<file path="src/shared/sic_pkg.sv">
// Purpose: constants and types for the stream channel coalesce/halt block
// Assumes: 32-bit APB register access, 40 MHz system clock
// Notes:   offsets are byte addresses
package sic_pkg;
    localparam logic [7:0]  CTRL_OFS      = 8'h30;
    localparam logic [7:0]  STAT_OFS      = 8'h34;
    localparam logic [7:0]  IMASK_OFS     = 8'h38;
    localparam logic [7:0]  TAIL_OFS      = 8'h40;
    localparam logic [7:0]  LEN_OFS       = 8'h58;
    localparam int          RUN_BIT       = 0;
    localparam int          CIEN_BIT      = 12;
    localparam int          TIEN_BIT      = 13;
    localparam int          THR_LSB       = 16;
    localparam int          TMO_LSB       = 24;
    localparam int          HALT_BIT      = 0;
    localparam int          SG_BIT        = 3;
    localparam int          CEV_BIT       = 12;
    localparam int          TEV_BIT       = 13;
    localparam logic [7:0]  THR_RST       = 8'h01;
    localparam logic [7:0]  TMO_RST       = 8'h00;
    localparam logic [7:0]  THR_ZERO      = 8'h00;
    localparam logic [31:0] CTRL_WMASK    = 32'hFFFF_3001;
    localparam logic [31:0] EV_MASK       = 32'h0000_3000;
    // one delay unit of the gap timer, in ns
    localparam int          TICK_NS       = 1000;
    localparam int          CLK_NS        = 25;
    localparam int          TICK_CYC      = TICK_NS / CLK_NS;
    localparam logic [15:0] TICK_LAST     = 16'(TICK_CYC - 1);

    typedef enum logic [1:0] {
        SIC_RUN   = 2'b00,
        SIC_DRAIN = 2'b01,
        SIC_HALT  = 2'b10
    } sic_run_t;

    typedef struct packed {
        logic        psel;
        logic        penable;
        logic        pwrite;
        logic [7:0]  paddr;
        logic [31:0] pwdata;
    } sic_apb_req_t;

    typedef struct packed {
        logic        completion_event;
        logic        packet_start;
        logic        packet_end;
        logic        mover_busy;
        logic        desc_busy;
    } sic_chan_in_t;

    typedef struct packed {
        sic_run_t    run;
        logic        run_stop_control;
        logic        cien;
        logic        tien;
        logic [7:0]  thr;
        logic [7:0]  tmo;
        logic [7:0]  cnt;
        logic        tmr_on;
        logic [7:0]  tmr;
        logic [15:0] pre;
        logic [1:0]  evt;
        logic [1:0]  msk;
        logic [31:0] prdata;
        logic        start_pulse;
    } sic_state_t;
endpackage

</file>
<file path="src/verilog/sic_core.sv">
// Purpose: irq coalescing and halt status of the stream-to-memory channel
// Assumes: APB master, channel events synchronous to SYS_CLK
// Notes:   zero-wait-state APB slave, PSLVERR on unmapped addresses
// Notes on behaviour
// - 8-bit threshold in control 23:16, reset 01h; countdown raises irq
// - threshold writes of 00h are ignored, previous value kept
// - 8-bit gap timeout in control 31:24, reset 00h; expiry raises irq
// - timer starts on packet end, stops and clears on new packet or timeout
// - timeout value zero never produces a timer interrupt
// - countdown and timer work only with descriptor chaining built in
// - status 34h bit 0 reads halted, 1 after reset, read only
// - chaining mode: halted after stop and movers plus descriptors idle
// - direct mode: halted after stop and data movement idle
// - halted may lag the stop bit; software polls it
// - chaining mode: tail pointer writes ignored while halted
// - direct mode: length writes start nothing while halted
// - completion irq flag set only if control bit 12 set at countdown hit; output gated by 38h bit 12
// - timer irq flag set only if control bit 13 set at expiry; output gated by 38h bit 13
`timescale 1ns/1ps
module sic_core
    import sic_pkg::*;
#(
    parameter bit SG_INCLUDED = 1'b1
) (
    input  wire logic                  SYS_CLK,
    input  wire logic                  RST_N,
    input  wire sic_pkg::sic_apb_req_t APB_REQ,
    output logic [31:0]                PRDATA,
    output logic                       PREADY,
    output logic                       PSLVERR,
    input  wire sic_pkg::sic_chan_in_t CHAN_IN,
    output logic                       RUN_STOP,
    output logic                       HALTED,
    output logic                       START_XFER,
    output logic                       IRQ
);
    import sic_pkg::*;

    sic_state_t s_ff;
    sic_state_t nxt_s;

    logic       acc;
    logic       wr;
    logic       mapped;
    logic       halted;
    logic       movers_idle;
    logic       cnt_hit;
    logic       tick;
    logic       tmr_exp;
    logic [1:0] ev_set;
    logic [1:0] ev_clr;

    function automatic logic hit(input logic [7:0] a, input logic [7:0] o);
        return a == o;
    endfunction

    assign acc    = APB_REQ.psel && APB_REQ.penable;
    assign wr     = acc && APB_REQ.pwrite;
    assign mapped = hit(APB_REQ.paddr, CTRL_OFS) ||
                    hit(APB_REQ.paddr, STAT_OFS) ||
                    hit(APB_REQ.paddr, IMASK_OFS) ||
                    hit(APB_REQ.paddr, TAIL_OFS) ||
                    hit(APB_REQ.paddr, LEN_OFS);
    assign halted = (s_ff.run == SIC_HALT);
    assign movers_idle = SG_INCLUDED
                       ? !(CHAN_IN.mover_busy || CHAN_IN.desc_busy)
                       : !CHAN_IN.mover_busy;
    assign cnt_hit = SG_INCLUDED && CHAN_IN.completion_event &&
                     s_ff.cnt == THR_RST;
    assign tick    = s_ff.pre == TICK_LAST;
    assign tmr_exp = SG_INCLUDED && s_ff.tmr_on && tick &&
                     s_ff.tmo != TMO_RST && s_ff.tmr == s_ff.tmo - 8'h01;
    assign ev_set = {tmr_exp && s_ff.tien, cnt_hit && s_ff.cien};
    assign ev_clr = (wr && hit(APB_REQ.paddr, STAT_OFS))
                  ? {APB_REQ.pwdata[TEV_BIT], APB_REQ.pwdata[CEV_BIT]}
                  : 2'b00;

    always_comb begin
        nxt_s = s_ff;
        nxt_s.start_pulse = 1'b0;
        nxt_s.pre = tick ? 16'h0000 : s_ff.pre + 16'h0001;
        if (wr && hit(APB_REQ.paddr, CTRL_OFS)) begin
            nxt_s.run_stop_control = APB_REQ.pwdata[RUN_BIT];
            nxt_s.cien = APB_REQ.pwdata[CIEN_BIT];
            nxt_s.tien = APB_REQ.pwdata[TIEN_BIT];
            nxt_s.tmo  = APB_REQ.pwdata[TMO_LSB +: 8];
            if (APB_REQ.pwdata[THR_LSB +: 8] != THR_ZERO) begin
                nxt_s.thr = APB_REQ.pwdata[THR_LSB +: 8];
                nxt_s.cnt = APB_REQ.pwdata[THR_LSB +: 8];
            end
        end
        if (wr && hit(APB_REQ.paddr, IMASK_OFS)) begin
            nxt_s.msk = {APB_REQ.pwdata[TEV_BIT], APB_REQ.pwdata[CEV_BIT]};
        end
        if (wr && !halted && s_ff.run_stop_control &&
            hit(APB_REQ.paddr, SG_INCLUDED ? TAIL_OFS : LEN_OFS)) begin
            nxt_s.start_pulse = 1'b1;
        end
        // countdown
        if (SG_INCLUDED && CHAN_IN.completion_event) begin
            nxt_s.cnt = cnt_hit ? s_ff.thr : s_ff.cnt - 8'h01;
        end
        // gap timer
        if (CHAN_IN.packet_start || tmr_exp) begin
            nxt_s.tmr    = 8'h00;
            nxt_s.tmr_on = 1'b0;
        end else if (CHAN_IN.packet_end) begin
            nxt_s.tmr    = 8'h00;
            nxt_s.tmr_on = 1'b1;
        end else if (s_ff.tmr_on && tick) begin
            nxt_s.tmr = s_ff.tmr + 8'h01;
        end
        // set wins over clear
        nxt_s.evt = (s_ff.evt & ~ev_clr) | ev_set;
        // run/stop to halted, may lag
        unique case (s_ff.run)
            SIC_RUN: begin
                if (!s_ff.run_stop_control) begin
                    nxt_s.run = SIC_DRAIN;
                end
            end
            SIC_DRAIN: begin
                if (s_ff.run_stop_control) begin
                    nxt_s.run = SIC_RUN;
                end else if (movers_idle) begin
                    nxt_s.run = SIC_HALT;
                end
            end
            SIC_HALT: begin
                if (s_ff.run_stop_control) begin
                    nxt_s.run = SIC_RUN;
                end
            end
            default: nxt_s.run = SIC_HALT;
        endcase
        nxt_s.prdata = 32'h0000_0000;
        if (APB_REQ.psel && !APB_REQ.penable && !APB_REQ.pwrite) begin
            if (hit(APB_REQ.paddr, CTRL_OFS)) begin
                nxt_s.prdata[RUN_BIT]        = s_ff.run_stop_control;
                nxt_s.prdata[CIEN_BIT]       = s_ff.cien;
                nxt_s.prdata[TIEN_BIT]       = s_ff.tien;
                nxt_s.prdata[THR_LSB +: 8]   = s_ff.thr;
                nxt_s.prdata[TMO_LSB +: 8]   = s_ff.tmo;
            end else if (hit(APB_REQ.paddr, STAT_OFS)) begin
                nxt_s.prdata[HALT_BIT]       = halted;
                nxt_s.prdata[SG_BIT]         = SG_INCLUDED;
                nxt_s.prdata[CEV_BIT]        = s_ff.evt[0];
                nxt_s.prdata[TEV_BIT]        = s_ff.evt[1];
                nxt_s.prdata[THR_LSB +: 8]   = s_ff.cnt;
                nxt_s.prdata[TMO_LSB +: 8]   = s_ff.tmr;
            end else if (hit(APB_REQ.paddr, IMASK_OFS)) begin
                nxt_s.prdata[CEV_BIT]        = s_ff.msk[0];
                nxt_s.prdata[TEV_BIT]        = s_ff.msk[1];
            end
        end else if (acc) begin
            nxt_s.prdata = s_ff.prdata;
        end
    end

    always_ff @(posedge SYS_CLK or negedge RST_N) begin
        if (!RST_N) begin
            s_ff                  <= '0;
            s_ff.run              <= SIC_HALT;
            s_ff.thr              <= THR_RST;
            s_ff.cnt              <= THR_RST;
            s_ff.tmo              <= TMO_RST;
            s_ff.msk              <= 2'b11;
        end else begin
            s_ff <= nxt_s;
        end
    end

    assign PRDATA     = s_ff.prdata;
    assign PREADY     = 1'b1;
    assign PSLVERR    = acc && !mapped;
    assign RUN_STOP   = s_ff.run_stop_control;
    assign HALTED     = halted;
    assign START_XFER = s_ff.start_pulse;
    assign IRQ        = |(s_ff.evt & s_ff.msk);

    // assertions
    a_halt_after_reset: assert property (@(posedge SYS_CLK)
        $rose(RST_N) |-> HALTED)
        else $error("halted not set after reset");
    a_halt_needs_stop: assert property (@(posedge SYS_CLK) disable iff (!RST_N)
        $rose(HALTED) |-> $past(!RUN_STOP && movers_idle))
        else $error("halted set while running or busy");
    a_halt_direct: assert property (@(posedge SYS_CLK) disable iff (!RST_N)
        $rose(HALTED) |-> $past(!CHAN_IN.mover_busy))
        else $error("halted set with data moving");
    a_halt_lag: assert property (@(posedge SYS_CLK) disable iff (!RST_N)
        $fell(RUN_STOP) |-> !HALTED ##1 !HALTED)
        else $error("halted set at stop instant");
    a_no_start_halt: assert property (@(posedge SYS_CLK) disable iff (!RST_N)
        START_XFER |-> $past(!halted))
        else $error("transfer started while halted");
    a_len_no_start: assert property (@(posedge SYS_CLK) disable iff (!RST_N)
        START_XFER |-> $past(s_ff.run_stop_control))
        else $error("start with run bit clear");
    a_thr_nonzero: assert property (@(posedge SYS_CLK) disable iff (!RST_N)
        s_ff.thr != THR_ZERO)
        else $error("threshold became zero");
    a_cnt_reload: assert property (@(posedge SYS_CLK) disable iff (!RST_N)
        cnt_hit |=> s_ff.cnt == $past(s_ff.thr))
        else $error("countdown did not reload");
    a_cev_gated: assert property (@(posedge SYS_CLK) disable iff (!RST_N)
        $rose(s_ff.evt[0]) |-> $past(s_ff.cien))
        else $error("completion event set while disabled");
    a_tev_gated: assert property (@(posedge SYS_CLK)
        disable iff (!RST_N)
        $rose(s_ff.evt[1]) |-> $past(s_ff.tien && s_ff.tmo != TMO_RST))
        else $error("timer event set while disabled");
    a_tmr_restart: assert property (@(posedge SYS_CLK)
        disable iff (!RST_N)
        CHAN_IN.packet_start |=> !s_ff.tmr_on && s_ff.tmr == 8'h00)
        else $error("timer not cleared on packet");
    c_irq_cnt: cover property (@(posedge SYS_CLK) cnt_hit && s_ff.cien);
    c_irq_tmr: cover property (@(posedge SYS_CLK) tmr_exp);
    c_halt:    cover property (@(posedge SYS_CLK) $rose(HALTED));
    c_start:   cover property (@(posedge SYS_CLK) START_XFER);
    c_tmr_restart: cover property (@(posedge SYS_CLK)
        s_ff.tmr_on && CHAN_IN.packet_start);

    // control write strobe, only used by the properties below
    logic ctrl_wr;
    assign ctrl_wr = wr && hit(APB_REQ.paddr, CTRL_OFS);

    // control register fields
    a_fld_reset: assert property (@(posedge SYS_CLK)
        $rose(RST_N) |-> s_ff.thr == THR_RST && s_ff.tmo == TMO_RST)
        else $error("control fields wrong after reset");
    a_thr_zero_kept: assert property (@(posedge SYS_CLK)
        disable iff (!RST_N)
        ctrl_wr && APB_REQ.pwdata[THR_LSB +: 8] == THR_ZERO
        |=> s_ff.thr == $past(s_ff.thr))
        else $error("zero threshold write took effect");
    a_thr_written: assert property (@(posedge SYS_CLK)
        disable iff (!RST_N)
        ctrl_wr && APB_REQ.pwdata[THR_LSB +: 8] != THR_ZERO
        |=> s_ff.thr == $past(APB_REQ.pwdata[THR_LSB +: 8]))
        else $error("threshold write lost");
    a_tmo_written: assert property (@(posedge SYS_CLK)
        disable iff (!RST_N)
        ctrl_wr |=> s_ff.tmo == $past(APB_REQ.pwdata[TMO_LSB +: 8]))
        else $error("timeout write lost");
    a_cien_written: assert property (@(posedge SYS_CLK)
        disable iff (!RST_N)
        ctrl_wr |=> s_ff.cien == $past(APB_REQ.pwdata[CIEN_BIT]))
        else $error("completion enable write lost");
    a_tien_written: assert property (@(posedge SYS_CLK)
        disable iff (!RST_N)
        ctrl_wr |=> s_ff.tien == $past(APB_REQ.pwdata[TIEN_BIT]))
        else $error("timer enable write lost");
    a_run_written: assert property (@(posedge SYS_CLK)
        disable iff (!RST_N)
        ctrl_wr |=> RUN_STOP == $past(APB_REQ.pwdata[RUN_BIT]))
        else $error("run bit write lost");

    // completion countdown
    a_cnt_decr: assert property (@(posedge SYS_CLK)
        disable iff (!RST_N)
        SG_INCLUDED && CHAN_IN.completion_event && !cnt_hit
        |=> s_ff.cnt == $past(s_ff.cnt) - 8'h01)
        else $error("countdown did not decrement");
    a_cev_set: assert property (@(posedge SYS_CLK)
        disable iff (!RST_N)
        cnt_hit && s_ff.cien |=> s_ff.evt[0])
        else $error("completion event not flagged");
    a_ev_clear: assert property (@(posedge SYS_CLK)
        disable iff (!RST_N)
        s_ff.evt[0] && ev_clr[0] && !ev_set[0] |=> !s_ff.evt[0])
        else $error("completion flag not cleared");
    a_sg_off_quiet: assert property (@(posedge SYS_CLK)
        disable iff (!RST_N)
        !SG_INCLUDED |-> !cnt_hit && !tmr_exp)
        else $error("coalescing active in direct mode");

    // packet gap timer
    a_tmo_zero_quiet: assert property (@(posedge SYS_CLK)
        disable iff (!RST_N)
        s_ff.tmo == TMO_RST |-> !tmr_exp)
        else $error("timer expired with zero timeout");
    a_tmr_start: assert property (@(posedge SYS_CLK)
        disable iff (!RST_N)
        CHAN_IN.packet_end && !CHAN_IN.packet_start && !tmr_exp
        |=> s_ff.tmr_on && s_ff.tmr == 8'h00)
        else $error("timer not started at packet end");
    a_tmr_stop: assert property (@(posedge SYS_CLK)
        disable iff (!RST_N)
        tmr_exp |=> !s_ff.tmr_on)
        else $error("timer still running after timeout");
    a_tmr_idle: assert property (@(posedge SYS_CLK)
        disable iff (!RST_N)
        !s_ff.tmr_on && !CHAN_IN.packet_end |=> !s_ff.tmr_on)
        else $error("timer started without packet end");
    a_tmr_hold: assert property (@(posedge SYS_CLK)
        disable iff (!RST_N)
        !tick && !CHAN_IN.packet_start && !CHAN_IN.packet_end
        |=> s_ff.tmr == $past(s_ff.tmr))
        else $error("timer moved between ticks");
    a_tick_wrap: assert property (@(posedge SYS_CLK)
        disable iff (!RST_N)
        tick |=> s_ff.pre == 16'h0000)
        else $error("prescaler did not wrap");
    a_tev_set: assert property (@(posedge SYS_CLK)
        disable iff (!RST_N)
        tmr_exp && s_ff.tien |=> s_ff.evt[1])
        else $error("timer event not flagged");

    // halted flag and transfer starts
    a_halt_stays: assert property (@(posedge SYS_CLK)
        disable iff (!RST_N)
        HALTED && !RUN_STOP |=> HALTED)
        else $error("halted dropped while stopped");
    a_halt_busy: assert property (@(posedge SYS_CLK)
        disable iff (!RST_N)
        !movers_idle && !HALTED |=> !HALTED)
        else $error("halted while channel busy");
    a_run_leaves: assert property (@(posedge SYS_CLK)
        disable iff (!RST_N)
        HALTED && RUN_STOP |=> !HALTED)
        else $error("halted kept after run set");
    a_start_on_wr: assert property (@(posedge SYS_CLK)
        disable iff (!RST_N)
        START_XFER |-> $past(wr))
        else $error("start without a register write");
endmodule

</file>
<file path="config.mk">
export PLATFORM = sky130hd
export DESIGN_NAME = sic_core
export DESIGN_NICKNAME = d
export VERILOG_FILES = /design/src/shared/sic_pkg.sv /design/src/verilog/sic_core.sv
export SDC_FILE = /design/constraint.sdc
export NUM_CORES = 1
export LEC_CHECK = 0
export BUFFER_PORTS_ARGS = -buffer_cell sky130_fd_sc_hd__buf_2
export CORE_MARGIN = 3
export CORE_UTILIZATION = 45
export CTS_CLUSTER_DIAMETER = 50
export DETAILED_ROUTE_END_ITERATION = 6
export HOLD_SLACK_MARGIN = 0.02
export PLACE_DENSITY_LB_ADDON = 0.08
export SYNTH_ARGS = -nofsm -noshare
export SYNTH_HDL_FRONTEND = slang
export SYNTH_SLANG_ARGS = --single-unit
</file>
<file path="constraint.sdc">
create_clock -name SYS_CLK -period 3.9 [get_ports SYS_CLK]
set_clock_uncertainty 0.05 [all_clocks]
set_input_delay 0.78 -clock SYS_CLK [delete_from_list [all_inputs] [get_ports SYS_CLK]]
set_output_delay 0.78 -clock SYS_CLK [all_outputs]
set_load 0.01 [all_outputs]
</file>
# Word level (Yosys, flattened, before mapping)
# Cells that the tools add are included.
# W data, S select, Z words.
[word_totals]
input_bits = 50
out_inout_bits = 38
ff_bits = 91
[classes]
n_reduce_logical = 38
bitwise_logic = 4
muxes = 33
add_sub_neg = 4
eq_ne = 14
[op_table]
columns = ["cell", "count"]
rows = [
  ["$mux W16", 4],
  ["$mux W8", 7],
  ["$mux W32", 1],
  ["$eq A8 B6 Y1 const B", 3],
  ["$mux W2", 11],
  ["$logic_and A1 B1 Y1", 17],
  ["$add A16 B1 Y16 const B", 1],
  ["$eq A16 B6 Y1 const B", 1],
  ["$eq A8 B7 Y1 const B", 2],
  ["$reduce_bool A8 Y1", 2],
  ["$sub A8 B1 Y8 const B", 2],
  ["$mux W9", 1],
  ["$add A8 B1 Y8 const B", 1],
  ["$eq A8 B1 Y1 const B", 1],
  ["$eq A8 B8 Y1", 1],
  ["$mux W1", 8],
  ["$logic_or A1 B1 Y1", 6],
  ["$pmux W2 S3", 1],
  ["$reduce_bool A2 Y1", 3],
  ["$and A2 B2 Y2", 2],
  ["$logic_not A1 Y1", 4],
  ["$ne A2 B2 Y1 const B", 2],
  ["$reduce_and A2 Y1", 2],
  ["$ne A3 B3 Y1 const B", 1],
  ["other kinds (9)", 9],
]

# Depth between registers and ports, before layout
[depth]
depth_word = 7
depth_mapped = 9
depth_no_buf = 7

# Least setup slack after synthesis
# Ideal clock, no wire load.
[synth_timing]
path_kind = "input-to-output"
start = "input APB_REQ[39] (netlist name)"
end = "output PSLVERR"
cell_stages = 5
arrival_ns = 1.871
slack_ns = 1.199
n_path_buf = 0
required_time_ns = 3.070
path_cell_list = "or3_4 nor4b_1 nor2b_1 nor2_1 o21a_1"
[synth_via]
elab_chain_len = 7
word_cells_on_any_way = 11
classes_between = "eq/ne (5); reduce/logical (6)"
[synth_lines]
columns = ["item", "line", "rtl"]
rows = [
  ["start, declared", "sic_core.sv:27", "input wire sic_pkg::sic_apb_req_t APB_REQ,"],
  ["$eq A8 B6 Y1, on equally long branches", "--", ""],
  ["$logic_or A1 B1 Y1", "sic_core.sv:59", "assign mapped = hit(APB_REQ.paddr, CTRL_OFS) ||"],
  ["$logic_or A1 B1 Y1", "sic_core.sv:60", "hit(APB_REQ.paddr, STAT_OFS) ||"],
  ["$logic_or A1 B1 Y1", "sic_core.sv:61", "hit(APB_REQ.paddr, IMASK_OFS) ||"],
  ["$logic_or A1 B1 Y1 *", "sic_core.sv:62", "hit(APB_REQ.paddr, TAIL_OFS) ||"],
  ["$logic_not A1 Y1 *", "sic_core.sv:175", "assign PSLVERR = acc && !mapped;"],
  ["$logic_and A1 B1 Y1 *", "sic_core.sv:175", ""],
  ["end, declared", "sic_core.sv:30", "output logic PSLVERR,"],
]
# Mark *: on every way between the ends. The rest lies on a longest branch, timed or not.

# Final worst setup path
[layout_timing]
start = "input APB_REQ[34] (netlist name)"
end = "output PSLVERR"
# The elaborated chain is that of the path after synthesis.

==> run_results.csv <==
group,metric,value,unit
floorplanning,fp.dieW,104.5,um
synthesis,ys_ff_latch,79,
synthesis,synth_cells,432,
clock_tree,clkTransAtPathRegs,0.08,ns
critical_path,required,3.07,ns
sta,min_period_over_period,76.90,%
critical_path,ff2ff_path_depth,7,
synthesis,synth-main-ff-cell,"dfrtp_1",
place,post-place-ws,0.9005,ns
critical_path,crit_slowest_cell,"nor4b_1",
global_route,antenna_found_initial,0,
finish,area_growth,8.197,%
synthesis,syn_avg_cell_area,10.11,um2
clock_tree,h-tree-depth,3,
global_route,grt_pass1_vias,3112,
clock_tree,clock_sinks,79,
critical_path,cp_data_arrival_time,2.17,ns
sta,timing.final.ws_setup,0.9010,ns
synthesis,synth_edf_count,0,
place,place_area,0.004547,mm2
finish,drive_above_1_share,22.15,%
sta,finalSetupViolCount,0,
finish,fin_area,0.004723,mm2
route,routed-via-count,3231,
synthesis,synth.distinct_cells,55,
critical_path,crit-reg2reg-launch,"s_ff[70]",
finish,diodes,0,
place,port-buffer-count,61,
clock_tree,clockRootBuffer,"clkbuf_8",
synthesis,synthesis.area,0.004365,mm2
synthesis,yosys_warnings,0,
floorplanning,start_util,46.80,%
floorplanning,dieArea,0.01092,mm2
critical_path,criticalPathCategory,"input pin to primary output",
synthesis,synth_top_area_share,42.42,%
route,ant_nets,0,
finish,n_fill_cell,880,
clock_tree,post_cts_buffers,0,
sta,min_period,2.999,ns
route,viasPerCell,5.439,
synthesis,synth_largest_area_cell,"dfrtp_1",
route,first_iter_violations,116,
synthesis,async_flop_share,100.0,%
sta,maxSlewViolCount,0,
critical_path,critPathMaxFanout,28,
finish,layout_commonest_cell,"dfrtp_1",
flow_run,drv_cap,0,
pwr,ir_drop,0.1551,mV
critical_path,r2r_end,"s_ff[54]",
floorplanning,rows,35,
synthesis,synthTopCellsByArea,"dfrtp_1 (42%), buf_4 (5.8%), mux2i_1 (4.4%)",
route,finalWirelength,9326,um
global_route,grt_pass1_wl,15490,um
sta,maxSlewHeadroom,34.82,%
route,wl_per_cell,15.70,um
critical_path,crit_start,"APB_REQ[34]",
finish,fin_util,50.64,%
clock_tree,insertion_delay,0.35,ns
finish,layout_common_cells,"dfrtp_1 (74), buf_2 (60), nand2_1 (37)",
critical_path,rrSetupSlack,1.17,ns
clock_tree,clock_path_buffers,2,
global_route,track_usage,17.48,%
critical_path,worstSetupEndpointType,"primary output",
clock_tree,ctsResizeCount,0,
sta,holdWs,0.4269,ns
sta,tns,0,ns
critical_path,crit_end,"PSLVERR",
critical_path,critPathLaunchType,"input pin",
hold_path,hp-class,"register to register",
floorplanning,pin_count,88,
critical_path,cpPeakStageDelay,0.45,ns
place,hpwl,6499,um
global_route,grt_overflow,0,
pwr,p_leak,2.195,nW
clock_tree,cts_tree,"built",
sta,fmax,0.3334,GHz
place,gp_congestion,0.7558,
outcome,run_status,"finished clean",
sta,rsz0062_at_grt,"no",
synthesis,seq_area_frac_synth,45.43,%
critical_path,critical_path.cell_chain,"buf_2 -> nor4b_1 -> nor2b_1 -> nor2_1 -> o21a_1 -> buf_2",
global_route,grt_max_degree,80,
sta,hold_viol_final,0,
route,dr.pass1.iters,6,
clock_tree,ctsHoldBuffers,0,
pwr,powerDensity,356.7,mW/mm2
floorplanning,coreArea,0.009328,mm2
critical_path,crit_top_cell,"buf_2",
floorplanning,die_h,104.5,um
sta,max_slew.worst_pin.slew,0.9777,ns
finish,nNetsFinal,515,
route,drcViolationCount,0,
hold_path,worstHoldPathCells,2,
clock_tree,cts_made_buffers,9,
-- sequential cells by signal, indices dropped and copies added, names as in the netlist --
register	cells
PRDATA	20
RUN_STOP	1
s_ff	57
START_XFER	1
-- metrics by stage --
step / total power (W) / cells
3_3_place_gp: 0.001133 / 578
2_1_floorplan: 0.001065 / 443
6_report: 0.001685 / 594
4_1_cts: 0.001700 / 594
3_5_place_dp: 0.001140 / 578
5_1_grt: 0.001770 / 594
-- worst min-delay path by stage --
stage	from	end	slack, ns
finish	PRDATA[20]	PRDATA[20]	0.43
global route	PRDATA[20]	PRDATA[20]	0.46
CTS	s_ff[89]	s_ff[89]	0.43
detailed placement	PRDATA[20]	PRDATA[20]	0.42
global placement	s_ff[89]	s_ff[89]	0.41
floorplan	s_ff[89]	s_ff[89]	0.39
-- cell usage after synthesis (2+ instances only) --
master and number:
buf_4 34, nor3_1 21, nand2_1 37, nor2_1 10, o21ai_0 31, and4b_1 3
conb_1 2, xnor2_1 18, and3_1 7, mux2i_1 19, a211oi_1 2, a21boi_0 2
nor2b_1 4, dfrtp_1 74, mux2_2 13, inv_1 9, or3_1 2, or2_2 3
nand3b_1 6, nand2b_1 4, clkbuf_1 12, a22oi_1 2, nor4b_1 2, nor4_1 6
a221oi_1 8, ha_1 5, nand3_1 11, buf_1 2, nand4b_1 2, nand4_1 6
a31oi_1 2, dfstp_2 5, a21oi_1 11, and2_1 5, a22o_1 11, xor2_1 15
buf_2 8
-- critical path: cells and delay by family --
family                 cells  cell delay (ns)
AND/OR/NAND/NOR            3             0.71
buffers and inverters      2             0.49
AO/OA/AOI/OAI              1             0.17
-- kinds of logic (layout without fill, tap and decap cells) --
logic type                 count (synthesis)  after routing  synth area share, %
xor gates and xnor gates                  33             33                6.621
buffers and inverters                     66             88                8.856
adders and majority gates                  5              5                1.433
AOI/OAI and AO/OA                         79             79                12.24
muxes                                     32             32                7.710
and+or+nand+nor                          136            136                17.54
other                                      2             13               0.1720
DFF                                       79             79                45.43
-- layer usage --
| layer | vias up | track usage [%] | part of all wire (%) |
|---|---|---|---|
| li1 | 1548 | - | - |
| met1 | 1597 | 24.08 | 49 |
| met2 | 78 | 27.72 | 45 |
| met3 | 8 | 4.159 | 5.0 |
| met4 | 0 | 4.558 | 0.93 |
| met5 | - | 0 | 0 |
-- power breakdown --
group          switching, W  internal, W
registers         0.0000539     0.000859
clock network      0.000297     0.000265
logic              0.000116    0.0000941
-- final cells by class --
type	instances	area, um2	share of cell area (%)
clock buffers	13	158.9	3.364
clock inverters	3	17.52	0.3709
inverters	9	33.78	0.7152
multi-input cells	298	2046	43.31
flip-flops and latches	79	1983	41.99
well taps	129	161.4	3.417
repair buffers	63	322.8	6.834
(Power assumes the default switching activity.)
